### src/include/dem_pkg.sv
package dem_pkg;

   localparam int NUM_IN = 8;
   localparam int ADDR_W = 8;
   localparam int DATA_W = 32;
   localparam int SEL_W  = 3;
   localparam int FN_W   = 4;

   typedef logic [FN_W-1:0] dem_fn_t;

   // Register byte offsets
   localparam logic [ADDR_W-1:0] OFF_SELECT = 8'h00;
   localparam logic [ADDR_W-1:0] OFF_EDIT   = 8'h04;
   localparam logic [ADDR_W-1:0] OFF_ACCEPT = 8'h08;
   localparam logic [ADDR_W-1:0] OFF_STATUS = 8'h0C;
   localparam logic [ADDR_W-1:0] OFF_ACTIVE = 8'h10;

   // Field positions
   localparam int EDIT_POL_BIT   = 0;
   localparam int EDIT_FN_LSB    = 4;
   localparam int ACCEPT_BIT     = 0;
   localparam int STAT_LVL_LSB   = 0;
   localparam int STAT_ON_LSB    = 8;
   localparam int ACT_CHAMB_BIT  = 0;
   localparam int ACT_EVENT_BIT  = 1;
   localparam int ACT_SWITCH_LSB = 8;

   // Transition polarity
   localparam logic POL_RISING  = 1'b0;
   localparam logic POL_FALLING = 1'b1;

   // Input functions; codes above FN_SWITCH do nothing
   localparam dem_fn_t FN_NONE        = 4'h0;
   localparam dem_fn_t FN_START       = 4'h1;
   localparam dem_fn_t FN_PAUSE       = 4'h2;
   localparam dem_fn_t FN_RESUME      = 4'h3;
   localparam dem_fn_t FN_TERMINATE   = 4'h4;
   localparam dem_fn_t FN_WAIT_TRIG   = 4'h5;
   localparam dem_fn_t FN_STEP_NEXT   = 4'h6;
   localparam dem_fn_t FN_STEP_PREV   = 4'h7;
   localparam dem_fn_t FN_CHAMBER_OFF = 4'h8;
   localparam dem_fn_t FN_ALL_OFF     = 4'h9;
   localparam dem_fn_t FN_EVENT_OFF   = 4'hA;
   localparam dem_fn_t FN_SWITCH      = 4'hB;

   // Reset values
   localparam logic               RST_POL  = POL_RISING;
   localparam dem_fn_t            RST_FN   = FN_NONE;
   localparam logic [SEL_W-1:0]   RST_SEL  = 3'h0;
   localparam logic [NUM_IN-1:0]  RST_VEC  = 8'h00;
   localparam logic [DATA_W-1:0]  RST_WORD = 32'h0000_0000;

endpackage : dem_pkg

### src/dem_input_mapper.sv
// How it works
// - Eight inputs, each individually configured.
// - Per-input polarity picks triggering transition.
// - Rising means off-to-on; falling means on-to-off.
// - Level functions on while powered/unpowered per polarity.
// - Profile functions pulse once; outputs held.
// - Start launches loaded profile at step one.
// - Pause puts running profile into hold.
// - Resume returns held profile to run.
// - Terminate stops profile only when active.
// - Wait trigger releases a waiting step.
// - Trigger before waiting state is ignored.
// - Step next needs hold before input on.
// - Step previous needs hold before input on.
// - Chamber-off forces chamber outputs off while on.
// - All-off forces chamber and event outputs off.
// - Event-off forces customer event outputs off.
// - Switch mode drives digital output with input.
// - Shared functions simply merge; no arbitration.
// - Settings apply on accept; reselect discards edits.
// - Follower output stays off unless switch mode.
//
// The register offsets and the strobed register port were decided locally.
module dem_input_mapper
   import dem_pkg::*;
(
   input  wire logic              clk_sys_in,
   input  wire logic              arst_n_in,
   input  wire logic [NUM_IN-1:0] din_in,
   input  wire logic              prof_running_in,
   input  wire logic              prof_hold_in,
   input  wire logic              prof_waiting_in,
   input  wire logic [ADDR_W-1:0] addr_in,
   input  wire logic [DATA_W-1:0] wr_data_in,
   input  wire logic              wr_en_in,
   input  wire logic              rd_en_in,
   output logic [DATA_W-1:0]      rd_data_out,
   output logic                   profile_start_out,
   output logic                   profile_pause_out,
   output logic                   profile_resume_out,
   output logic                   profile_terminate_out,
   output logic [NUM_IN-1:0]      wait_release_out,
   output logic                   step_next_out,
   output logic                   step_prev_out,
   output logic                   chamber_off_out,
   output logic                   event_off_out,
   output logic [NUM_IN-1:0]      switch_on_out
);

   logic [NUM_IN-1:0] sync1_q;
   logic [NUM_IN-1:0] sync2_q;
   logic [NUM_IN-1:0] sync3_q;
   logic [NUM_IN-1:0] lvl_q;
   logic [NUM_IN-1:0] lvl_d;
   logic [NUM_IN-1:0] prev_q;
   logic              hold_q;

   logic              cfg_pol_q [NUM_IN];
   dem_fn_t           cfg_fn_q  [NUM_IN];
   logic [SEL_W-1:0]  sel_q;
   logic              stage_pol_q;
   dem_fn_t           stage_fn_q;

   logic [NUM_IN-1:0] trig;
   logic [NUM_IN-1:0] on_st;
   logic [15:0]       fire;
   logic [15:0]       held;
   logic [NUM_IN-1:0] wait_hit;
   logic [NUM_IN-1:0] switch_hit;

   logic              wr_sel;
   logic              wr_edit;
   logic              wr_accept;
   logic [SEL_W-1:0]  wr_sel_val;

   assign wr_sel     = wr_en_in && (addr_in == OFF_SELECT);
   assign wr_edit    = wr_en_in && (addr_in == OFF_EDIT);
   assign wr_accept  = wr_en_in && (addr_in == OFF_ACCEPT) && wr_data_in[ACCEPT_BIT];
   assign wr_sel_val = wr_data_in[SEL_W-1:0];

   // Three-stage synchroniser; a level counts once stages two and three agree
   always_ff @(posedge clk_sys_in or negedge arst_n_in) begin
      if (!arst_n_in) begin
         sync1_q <= RST_VEC;
         sync2_q <= RST_VEC;
         sync3_q <= RST_VEC;
      end else begin
         sync1_q <= din_in;
         sync2_q <= sync1_q;
         sync3_q <= sync2_q;
      end
   end

   assign lvl_d = (~(sync2_q ^ sync3_q) & sync3_q) | ((sync2_q ^ sync3_q) & lvl_q);

   always_ff @(posedge clk_sys_in or negedge arst_n_in) begin
      if (!arst_n_in) begin
         lvl_q  <= RST_VEC;
         prev_q <= RST_VEC;
         hold_q <= 1'b0;
      end else begin
         lvl_q  <= lvl_d;
         prev_q <= lvl_q;
         hold_q <= prof_hold_in;
      end
   end

   // Per-input trigger and on state, merged per function code
   always_comb begin
      fire = 16'h0000;
      held = 16'h0000;
      for (int i = 0; i < NUM_IN; i++) begin
         if (cfg_pol_q[i] == POL_RISING) begin
            trig[i]  = lvl_q[i] & ~prev_q[i];
            on_st[i] = lvl_q[i];
         end else begin
            trig[i]  = ~lvl_q[i] & prev_q[i];
            on_st[i] = ~lvl_q[i];
         end
         // Several inputs on one function simply OR together
         fire[cfg_fn_q[i]] = fire[cfg_fn_q[i]] | trig[i];
         held[cfg_fn_q[i]] = held[cfg_fn_q[i]] | on_st[i];
         wait_hit[i]   = trig[i] && (cfg_fn_q[i] == FN_WAIT_TRIG)
                         && prof_waiting_in;
         switch_hit[i] = on_st[i] && (cfg_fn_q[i] == FN_SWITCH);
      end
   end

   // Profile commands: one pulse per detected transition
   always_ff @(posedge clk_sys_in or negedge arst_n_in) begin
      if (!arst_n_in) begin
         profile_start_out     <= 1'b0;
         profile_pause_out     <= 1'b0;
         profile_resume_out    <= 1'b0;
         profile_terminate_out <= 1'b0;
         wait_release_out      <= RST_VEC;
         step_next_out         <= 1'b0;
         step_prev_out         <= 1'b0;
      end else begin
         profile_start_out     <= fire[FN_START];
         profile_pause_out     <= fire[FN_PAUSE] && prof_running_in;
         profile_resume_out    <= fire[FN_RESUME] && prof_hold_in;
         profile_terminate_out <= fire[FN_TERMINATE]
                                  && (prof_running_in || prof_hold_in);
         wait_release_out      <= wait_hit;
         // Hold must predate the edge, so a pause on the same edge does not step
         step_next_out         <= fire[FN_STEP_NEXT] && hold_q;
         step_prev_out         <= fire[FN_STEP_PREV] && hold_q;
      end
   end

   // Output overrides follow the on state for as long as it lasts
   always_ff @(posedge clk_sys_in or negedge arst_n_in) begin
      if (!arst_n_in) begin
         chamber_off_out <= 1'b0;
         event_off_out   <= 1'b0;
         switch_on_out   <= RST_VEC;
      end else begin
         chamber_off_out <= held[FN_CHAMBER_OFF] | held[FN_ALL_OFF];
         event_off_out   <= held[FN_EVENT_OFF] | held[FN_ALL_OFF];
         switch_on_out   <= switch_hit;
      end
   end

   // Staged edit of the selected input; reselecting reloads and drops edits
   always_ff @(posedge clk_sys_in or negedge arst_n_in) begin
      if (!arst_n_in) begin
         sel_q       <= RST_SEL;
         stage_pol_q <= RST_POL;
         stage_fn_q  <= RST_FN;
      end else if (wr_sel) begin
         sel_q       <= wr_sel_val;
         stage_pol_q <= cfg_pol_q[wr_sel_val];
         stage_fn_q  <= cfg_fn_q[wr_sel_val];
      end else if (wr_edit) begin
         stage_pol_q <= wr_data_in[EDIT_POL_BIT];
         stage_fn_q  <= wr_data_in[EDIT_FN_LSB +: FN_W];
      end
   end

   always_ff @(posedge clk_sys_in or negedge arst_n_in) begin
      if (!arst_n_in) begin
         for (int i = 0; i < NUM_IN; i++) begin
            cfg_pol_q[i] <= RST_POL;
            cfg_fn_q[i]  <= RST_FN;
         end
      end else if (wr_accept) begin
         cfg_pol_q[sel_q] <= stage_pol_q;
         cfg_fn_q[sel_q]  <= stage_fn_q;
      end
   end

   // Read data valid only in the cycle after the strobe; unmapped reads zero
   always_ff @(posedge clk_sys_in or negedge arst_n_in) begin
      if (!arst_n_in) begin
         rd_data_out <= RST_WORD;
      end else begin
         rd_data_out <= RST_WORD;
         if (rd_en_in) begin
            unique case (addr_in)
               OFF_SELECT: rd_data_out[SEL_W-1:0] <= sel_q;
               OFF_EDIT: begin
                  rd_data_out[EDIT_POL_BIT]         <= stage_pol_q;
                  rd_data_out[EDIT_FN_LSB +: FN_W]  <= stage_fn_q;
               end
               OFF_STATUS: begin
                  rd_data_out[STAT_LVL_LSB +: NUM_IN] <= lvl_q;
                  rd_data_out[STAT_ON_LSB +: NUM_IN]  <= on_st;
               end
               OFF_ACTIVE: begin
                  rd_data_out[ACT_CHAMB_BIT]             <= chamber_off_out;
                  rd_data_out[ACT_EVENT_BIT]             <= event_off_out;
                  rd_data_out[ACT_SWITCH_LSB +: NUM_IN]  <= switch_on_out;
               end
               default: rd_data_out <= RST_WORD;
            endcase
         end
      end
   end
endmodule // dem_input_mapper

### config.mk
export PLATFORM = sky130hd
export DESIGN_NAME = dem_input_mapper
export DESIGN_NICKNAME = d
export VERILOG_FILES = /design/src/include/dem_pkg.sv /design/src/dem_input_mapper.sv
export SDC_FILE = /design/constraint.sdc
export NUM_CORES = 1
export LEC_CHECK = 0
export ABC_AREA = 1
export BUFFER_PORTS_ARGS = -buffer_cell sky130_fd_sc_hd__buf_2
export CAP_MARGIN = 20
export CORE_MARGIN = 4
export CORE_UTILIZATION = 45
export DETAILED_ROUTE_END_ITERATION = 7
export SYNTH_ARGS = -nofsm -noshare
export SYNTH_HDL_FRONTEND = slang
export SYNTH_SLANG_ARGS = --single-unit
### constraint.sdc
create_clock -name clk_sys_in -period 7 [get_ports clk_sys_in]
set_clock_uncertainty 0.1 [all_clocks]
set_input_delay 0.35 -clock clk_sys_in [delete_from_list [all_inputs] [get_ports clk_sys_in]]
set_output_delay 0.35 -clock clk_sys_in [all_outputs]
set_load 0.005 [all_outputs]
Word-level counts from Yosys, hierarchy flattened --
Memory sizes are Yosys's and may differ from the RTL's. Cells that the tools add are included.
Cells by class: $add $sub $neg 0, $mul 0, divide/modulo/power cells 0, magnitude comparators 19, equal/unequal tests 20, shift-type cells 0, multiplexer cells 98, bitwise logic cells 59, reductions and logical operators 45
Operator list (number):
- $bwmux W16 | 14
- $bmux W1 S4 | 14
- $mux W1 | 45
- $logic_and A1 B1 Y1 | 42
- $lt A4 B5 Y1 const B | 8
- $and A16 B16 Y16 | 2
- $bwmux W32 | 1
- $demux W1 S4 | 8
- $eq A4 B3 Y1 const B | 8
- $eq A4 B4 Y1 const B | 8
- $ge A4 B1 Y1 const B | 8
- $mux W4 | 5
- $or A1 B1 Y1 | 18
- $and A1 B1 Y1 | 16
- $and A8 B8 Y8 | 2
- $eq A8 B4 Y1 const B | 2
- $mux W16 | 1
- $not A1 Y1 | 16
- $pmux W8 S2 | 1
- $bmux W4 S3 | 1
- $demux W4 S3 | 1
- $bwmux W8 | 1
- $eq A8 B3 Y1 const B | 1
- $eq A8 B5 Y1 const B | 1
- 15 further kinds | 17
Word-level totals: flip-flop bits (word level) 129, bits in latches 0, memory bits (writable) 0, memory bits (read-only) 16, bits of input ports 55, word-level logic and storage cells 278, memories 1
Memories:
- (no name shown) | words 16, width 1, read ports 1, clocked after Yosys merged registers in 0, wr ports 0, RTL line dem_input_mapper.sv:122 | held[cfg_fn_q[i]] = held[cfg_fn_q[i]] | on_st[i];

Depth between registers and ports, before layout --
Gate-level depths: netlist of run 1.
word-level depth 34, gate-level depth with buffers 68

Worst setup path before layout of run 1 --
Ideal clock, no wire load.
path kind register to register, start point reg with a tool-made name, end point reg chamber_off_out, data arrival time 5.541 ns, slack 1.242 ns, cell stages (with the launch flop) 56, buffers on the path 6, period minus slack after synthesis 5.758 ns, cell sequence dfrtp_1 > inv_1 > nand2_1 > nand2_2 > buf_6 > nand2_1 > o22ai_1 > a221oi_1 > nor2_1 > nor2_4 > nand2_2 > clkinv_2 > nand2_1 > nand3_1 > nand2_1 > nor2_1 > nor2_1 > nor2_2 > [... 20 more ...] > nor2_4 > buf_6 > nand3_1 > nand3_1 > nand2_1 > o21bai_1 > nand2_1 > nor2_4 > buf_4 > nand3_1 > nand2_1 > nand2_1 > o21ai_1 > nand2_1 > nor2_2 > nand3_1 > nand2_1 > nand2_1
RTL lines:
- end signal: assignment | RTL line dem_input_mapper.sv:159 | chamber_off_out <= held[FN_CHAMBER_OFF] | held[FN_ALL_OFF];
- end: declaration | RTL line dem_input_mapper.sv:45 | output logic chamber_off_out,

Final worst setup path of run 1 --
start point reg cfg_pol_q[7] in the netlist's numbering, end point reg event_off_out
On the way: cells in the longest elaborated chain, start to end 32
Ends and longest elaborated chain:
- start: declaration | RTL line dem_input_mapper.sv:58 | logic cfg_pol_q [NUM_IN];
- start signal: indexed assignment | RTL line dem_input_mapper.sv:188 | cfg_pol_q[sel_q] <= stage_pol_q;
- $mux W1 (*) | RTL line dem_input_mapper.sv:113 | if (cfg_pol_q[i] == POL_RISING) begin
- $or A1 B1 Y1 (*) | RTL line dem_input_mapper.sv:122
- $and A16 B16 Y16 (no source line) (*)
- $bmux W1 S4 | RTL line dem_input_mapper.sv:122
- $mux W1 (not written as such) | RTL line dem_input_mapper.sv:122
- $or A1 B1 Y1 | RTL line dem_input_mapper.sv:122
- $bwmux W16 (*) | RTL line dem_input_mapper.sv:122
- $bmux W1 S4 | RTL line dem_input_mapper.sv:122
- [... 16 more ...]
- $mux W1 (not written as such) | RTL line dem_input_mapper.sv:122
- $or A1 B1 Y1 | RTL line dem_input_mapper.sv:122
- $bwmux W16 (*) | RTL line dem_input_mapper.sv:122
- $bmux W1 S4 | RTL line dem_input_mapper.sv:122
- $mux W1 (not written as such) | RTL line dem_input_mapper.sv:122
- $or A1 B1 Y1 | RTL line dem_input_mapper.sv:122
- $bwmux W16 (*) | RTL line dem_input_mapper.sv:122
- $or A1 B1 Y1 (*) | RTL line dem_input_mapper.sv:160 | event_off_out <= held[FN_EVENT_OFF] | held[FN_ALL_OFF];
- end signal: assignment | RTL line dem_input_mapper.sv:160
- end: declaration | RTL line dem_input_mapper.sv:46 | output logic event_off_out,
Every way passes the cells marked *; elsewhere a longest branch is shown, timed or not. The select of a mux whose other input is x is not followed. A chain may end at the register's enable or synchronous reset.

==> reports/results.ini, run 1 <==
[outcome]
status = complete, but fails checks
violations = negative setup slack

[logic_synthesis]
syn-cell-area_um2 = 10990
synth.most_common_cell = nand2_1
synth.top_cell.area_share_pct = 29.37
synth_area_leader_cell = dfrtp_1
synth_enable_flop_cells = 0
ys_async_sr_fraction_pct = 100.0
synth_area_leaders = dfrtp_1 29%, nand2_1 23%, nand3_1 12%, nor2_1 9.9%, inv_1 7.4%
synth_cells = 1914
seq_area_frac_synth_pct = 29.37
ys.flop_type = dfrtp_1
ys_seq_elements = 129
synth.distinct_cells = 35
synth.top_cells.by_count = 671 x nand2_1, 289 x nor2_1, 265 x nand3_1
postSynthAreaPerCell_um2 = 5.742
synth_warnings = 0

[grt]
grt_max_degree = 77
gr-total-overflow = 0
grt_pass1_wl_um = 62450
antenna_found_initial = 1
grtUsageTotal_pct = 29.13
grt_pass1_vias = 12140

[layout]
num_antenna_cells = 0
stdcell_area_um2 = 14780
num-nets-final = 2270
drive_above_1_share_pct = 24.06
nFillCells = 2326
areaGrowthSynthToFinish_pct = 34.45

[power]
p_per_area_nw_per_um2 = 135.1
worst_ir_drop_vdd_v = 0.0001633
leakage_uw = 0.007668

[routing]
drc_errors = 0
vias_per_cell = 5.330
wire_per_inst_um = 16.12
drt-initial-drc-count = 1484
wirelength_um = 41050
drtPass1Iterations = 6
vias = 13580
ant_nets = 0

[sta]
slew_headroom_pct = 19.47
setup_viol = 3
tightestPinTransition_ps = 1195
fmax_ghz = 0.1393
setup_slack_ps = -179.6
fin_tns_setup_ps = -383.0
hold_viol_final = 0
drv_slew = 0
rsz0062_at_grt = yes
final.period_utilization_pct = 102.6
period_needed_ps = 7180
whs_ps = 98.91

[cts]
clkLatencyLatePin_ps = 430
cts.sinks = 129
clockRootBuffer = clkbuf_16
cts_tree = done
cts_max_path_buffers = 2
cts_inserted_buffers = 17
htreeDepth = 4
clk_pin_slew_ps = 70

[worst_hold_path]
min_path_type = input pin to flop

[placed_design]
portBuffers = 69
dpl.hpwl_um = 30470
dpl_cell_area_um2 = 13120
gp_congestion = 0.9889

[flow_run]
cap_viol_max_count = 0

[setup_path]
worstSetupStartpointType = flop
required_ps = 7200
slowest_delay_ps = 450
cp_max_fo = 14
arrival_ps = 7380
crit_family = simple AND/OR/NAND/NOR gates
worst-setup-path-type = flop to flop
crit_buf_inv = 10
crit_top_cell = nand2_1
worst_path_max_delay_cell = dfrtp_2
crit_path_end_kind = flop

[floorplan]
io_pins = 111
die_h_um = 164.3
die-area_um2 = 26980
start_util_pct = 46.27
die_w_um = 164.3
coreArea_um2 = 23750
num_rows = 56

[metal layers]
metal	share of wire (%)	vias to the layer above	GRT usage, %	wire (µm)
li1	-	6677	-	-
met1	47	6288	44.51	19370
met2	43	558	44.22	17790
met3	8.3	53	4.366	3393
met4	1.2	0	4.727	497
met5	0	-	0	0
[report_power, final]
part           switching (µW)  internal, µW  total [µW]
Clock                     422           471         893
Sequential               16.1           770         786
Combinational             216           101         317
[cell type report]
| class | instances | area [µm²] | area share (%) |
|---|---|---|---|
| clock inverter | 15 | 136.4 | 0.9230 |
| sequential | 129 | 3232 | 21.87 |
| timing repair buffer | 309 | 2404 | 16.27 |
| clock buffer | 17 | 425.4 | 2.879 |
| tap | 319 | 399.1 | 2.701 |
| inverter | 231 | 869.6 | 5.885 |
| timing repair inverter | 1 | 7.507 | 0.05081 |
| multi-input combinational | 1526 | 7302 | 49.42 |
[layout by cell type (no fill, tap or decap), types with 8 or more instances in the layout]
cell type,count
buf_12,11
buf_6,11
a21oi_1,41
dfrtp_1,126
buf_2,69
o21ai_1,29
inv_1,215
nand2_1,611
maj3_1,8
o21ai_0,114
dlygate4sd3_1,10
nand3_1,220
nor2_4,14
o211ai_1,11
nor3_1,11
nand3_2,45
nor2_1,254
buf_4,205
conb_1,16
nand2_4,15
nand2_2,59
nor2_2,35
clkbuf_16,20
inv_2,14
[per-stage QoR]
step	total power (µW)	std cells	worst slack [ps]	utilization [%]
final	1996	2547	-179.6	62.21
after CTS	1948	2522	5.164	58.13
after detailed placement	1050	2479	-13.24	55.25
after global routing	2069	2547	-643.5	62.21
after floorplan	952.2	1929	1242	-
after global placement	1047	2479	31.30	55.25
[cell families (layout without fill, tap and decap cells)]
group / count (synthesis) / in the layout / share of synthesized area [%]
buf+inv: 281 / 573 / 11.10
flops: 129 / 129 / 29.37
simple gates: 1271 / 1278 / 47.74
fa+ha+maj: 8 / 8 / 0.7287
compound gates: 224 / 224 / 11.02
other cells: 1 / 16 / 0.03412
[repair_timing]
action / in CTS / in global routing
resized for setup: 4 / 200
hold buffers: 10 / 0
buffers inserted: 0 / 13
gates cloned: 1 / 11
hold endpoints to repair: 62 / 0
setup endpoints to repair: 6 / 8
pin swaps: 1 / 78
[worst paths after layout]
check,end,depth (start not counted),start,slack [ps]
setup / recovery,event_off_out$_DFF_PN0_,57,cfg_pol_q[7]$_DFFE_PN0P_,-180
hold / removal,stage_fn_q[3]$_DFFE_PN0P_,3,wr_data_in[7],100
setup reg to reg,event_off_out$_DFF_PN0_,57,cfg_pol_q[7]$_DFFE_PN0P_,-180
hold reg to reg,sync2_q[7]$_DFF_PN0_,0,sync1_q[7]$_DFF_PN0_,250
max in group asynchronous,cfg_fn_q[30]$_DFFE_PN0P_,3,arst_n_in,5020
min in group asynchronous,wait_release_out[5]$_DFF_PN0_,2,arst_n_in,340
[worst register-to-register path, delay by kind of cell (launching register included)]
family                 cells  cell delay (ps)
and+or+nand+nor           41             4140
buffers and inverters     10             1200
DFF                        1              450
AOI/OAI and AO/OA          6             1170
[sequential cells by signal, indices dropped and copies added (netlist names), 3 cells and up, named ones only]
| register | count |
|---|---|
| stage_fn_q | 4 |
| prev_q | 8 |
| cfg_pol_q | 8 |
| sync2_q | 8 |
| rd_data_out | 16 |
| sel_q | 3 |
| switch_on_out | 8 |
| sync3_q | 8 |
| cfg_fn_q | 32 |
| sync1_q | 8 |
| wait_release_out | 8 |
Power figures use the tool's default switching activity.
==> run 2, diff against run 1 <==
==> constraint.sdc (replaced) <==
create_clock -name clk_sys_in -period 7 [get_ports clk_sys_in]
set_clock_uncertainty 0.1 [all_clocks]
set_input_delay 0.7 -clock clk_sys_in [delete_from_list [all_inputs] [get_ports clk_sys_in]]
set_output_delay 0.7 -clock clk_sys_in [all_outputs]
set_load 0.005 [all_outputs]
==> run 2 against run 1 <==
  * The run still ends with negative setup slack left
  * Cell count fell by 0.47%
  * Count of clock-buffer cells in the layout did not move
  * Largest cell class unchanged
  * Largest power group unchanged
  * Highest routed layer unchanged
  * Clock power fell by 1%
  * Die area did not move
==> reports/results.ini, run 2 (same netlist as run 1, synthesis figures left out) <==
[placed_design]
gp_congestion = 0.9629
dpl.hpwl_um = 30310
portBuffers = 69

[sta]
rsz0062_at_grt = yes
setup_slack_ps = -16.63
fin_tns_setup_ps = -34.93
tightestPinTransition_ps = 1214
fmax_ghz = 0.1425
hold_viol_final = 0
setup_viol = 3
slew_headroom_pct = 18.23
period_needed_ps = 7017
whs_ps = 105.5
drv_slew = 0
final.period_utilization_pct = 100.2

[cts]
clockRootBuffer = clkbuf_16
clk_pin_slew_ps = 80
clkLatencyLatePin_ps = 430
cts_inserted_buffers = 17
cts_max_path_buffers = 2
cts.sinks = 129
cts_tree = done
htreeDepth = 4
cts.hold.buffers_added = 0

[setup_path]
r2r_end = profile_pause_out$_DFF_PN0_
slowest_delay_ps = 450
crit_top_cell = nand2_1
crit_buf_inv = 4
worst_r2r_path_depth = 61
worst_path_max_delay_cell = dfrtp_2
crit_family = simple AND/OR/NAND/NOR gates
reg2reg_from = cfg_pol_q[7]$_DFFE_PN0P_
worstSetupStartpointType = flop
cp_max_fo = 8
worst-setup-path-type = flop to flop
crit_path_end_kind = flop
arrival_ps = 7290
required_ps = 7270
r2r_slack_ps = -20

[grt]
grt_max_degree = 81
grt_pass1_wl_um = 62180
grtUsageTotal_pct = 29.03
grt_pass1_vias = 12080
gr-total-overflow = 0
antenna_found_initial = 0

[worst_hold_path]
min_path_type = input pin to asynchronous set/reset pin

[routing]
drtPass1Iterations = 6
routed.top_layer = met4
route.met2.wl_um = 17500
wire_per_inst_um = 15.94
vias = 13650
dr_wl_met3_um = 3182
drc_errors = 0
drt-initial-drc-count = 1522
vias_per_cell = 5.384
wl_met1_um = 19280
ant_nets = 0
wirelength_um = 40420

[floorplan]
die-area_um2 = 26980
coreArea_um2 = 23750
num_rows = 56
io_pins = 111
die_w_um = 164.3
start_util_pct = 46.27
die_h_um = 164.3

[power]
worst_ir_drop_vdd_v = 0.0001501
leakage_uw = 0.007556
p_per_area_nw_per_um2 = 134.8

[layout]
num-nets-final = 2258
reg_top3 = cfg_fn_q x32, rd_data_out x16
final_cell_mix = 618 x nand2_1, 256 x nor2_1, 216 x inv_1
regMostFlops = cfg_fn_q
largest_register_ffs = 32
areaGrowthSynthToFinish_pct = 33.22
num_antenna_cells = 0
drive_above_1_share_pct = 24.01
nFillCells = 2348
final_common_cell = nand2_1

[outcome]
violations = negative setup slack
status = complete, but fails checks

[flow_run]
cap_viol_max_count = 0

-- run 2: cell count changes in the layout (fill, tap and decap cells not counted), moves of 3 or more --
cell	previous run	this run
dlygate4sd3_1	10	0
nand2_2	59	54
clkinvlp_4	5	2
nand3_2	45	51
nand3_1	220	209
nand3_4	2	7
buf_12	11	7
nand2_1	611	618
nor2_2	35	32
o21ai_2	5	2
-- run 2: worst max-delay path by stage --
stage | start | endpoint | slack (ps) | depth (start not counted)
2_1_floorplan | flop | chamber_off_out$_DFF_PN0_ | 1240 | 55
3_3_place_gp | cfg_pol_q[7]$_DFFE_PN0P_ | profile_terminate_out$_DFF_PN0_ | -30 | 61
3_5_place_dp | cfg_pol_q[7]$_DFFE_PN0P_ | profile_terminate_out$_DFF_PN0_ | -70 | 62
4_1_cts | cfg_pol_q[7]$_DFFE_PN0P_ | event_off_out$_DFF_PN0_ | 20 | 53
5_1_grt | cfg_fn_q[31]$_DFFE_PN0P_ | profile_pause_out$_DFF_PN0_ | -650 | 63
6_report | cfg_pol_q[7]$_DFFE_PN0P_ | profile_pause_out$_DFF_PN0_ | -20 | 61
-- run 2: timing repair --
item                                   CTS  global route
endpoints found under the hold margin    0             0
buffers inserted                         1            13
gates cloned                             1             9
setup endpoints to repair                8             8
gates resized for setup                  5           204
pin swaps                                1            75
-- run 2: through the flow --
stage / utilization [%] / power [µW] / setup slack [ps] / area [µm²] / instances
finish: 61.64 / 1973 / -16.63 / 14640 / 2535
global route: 61.64 / 2048 / -647.5 / 14640 / 2535
CTS: 57.75 / 1939 / 18.71 / 13720 / 2512
detailed placement: 55.22 / 1053 / -67.74 / 13120 / 2478
global placement: 55.22 / 1049 / -29.88 / 13120 / 2478
floorplan: - / 952.2 / 1242 / 11050 / 1929
-- run 2: routing by layer --
layer / GRT usage [%] / up-vias
met5: 0 / -
met4: 5.109 / 0
met3: 3.338 / 53
met2: 43.28 / 605
met1: 45.51 / 6345
li1: - / 6645
-- run 2: layout make-up --
| type | instances | area, µm² | share of cell area, % |
|---|---|---|---|
| clock buffer | 17 | 425.4 | 2.906 |
| tap | 319 | 399.1 | 2.726 |
| timing repair inverter | 1 | 5.005 | 0.03419 |
| inverter | 231 | 872.1 | 5.957 |
| sequential | 129 | 3232 | 22.08 |
| multi-input combinational | 1526 | 7352 | 50.22 |
| timing repair buffer | 297 | 2215 | 15.13 |
| clock inverter | 15 | 140.1 | 0.9572 |
-- run 2: where the power goes --
group / leakage, µW / internal [µW] / switching, µW
clock network: 0.000275 / 471 / 411
registers: 0.00167 / 770 / 16.0
logic: 0.00561 / 93.5 / 211
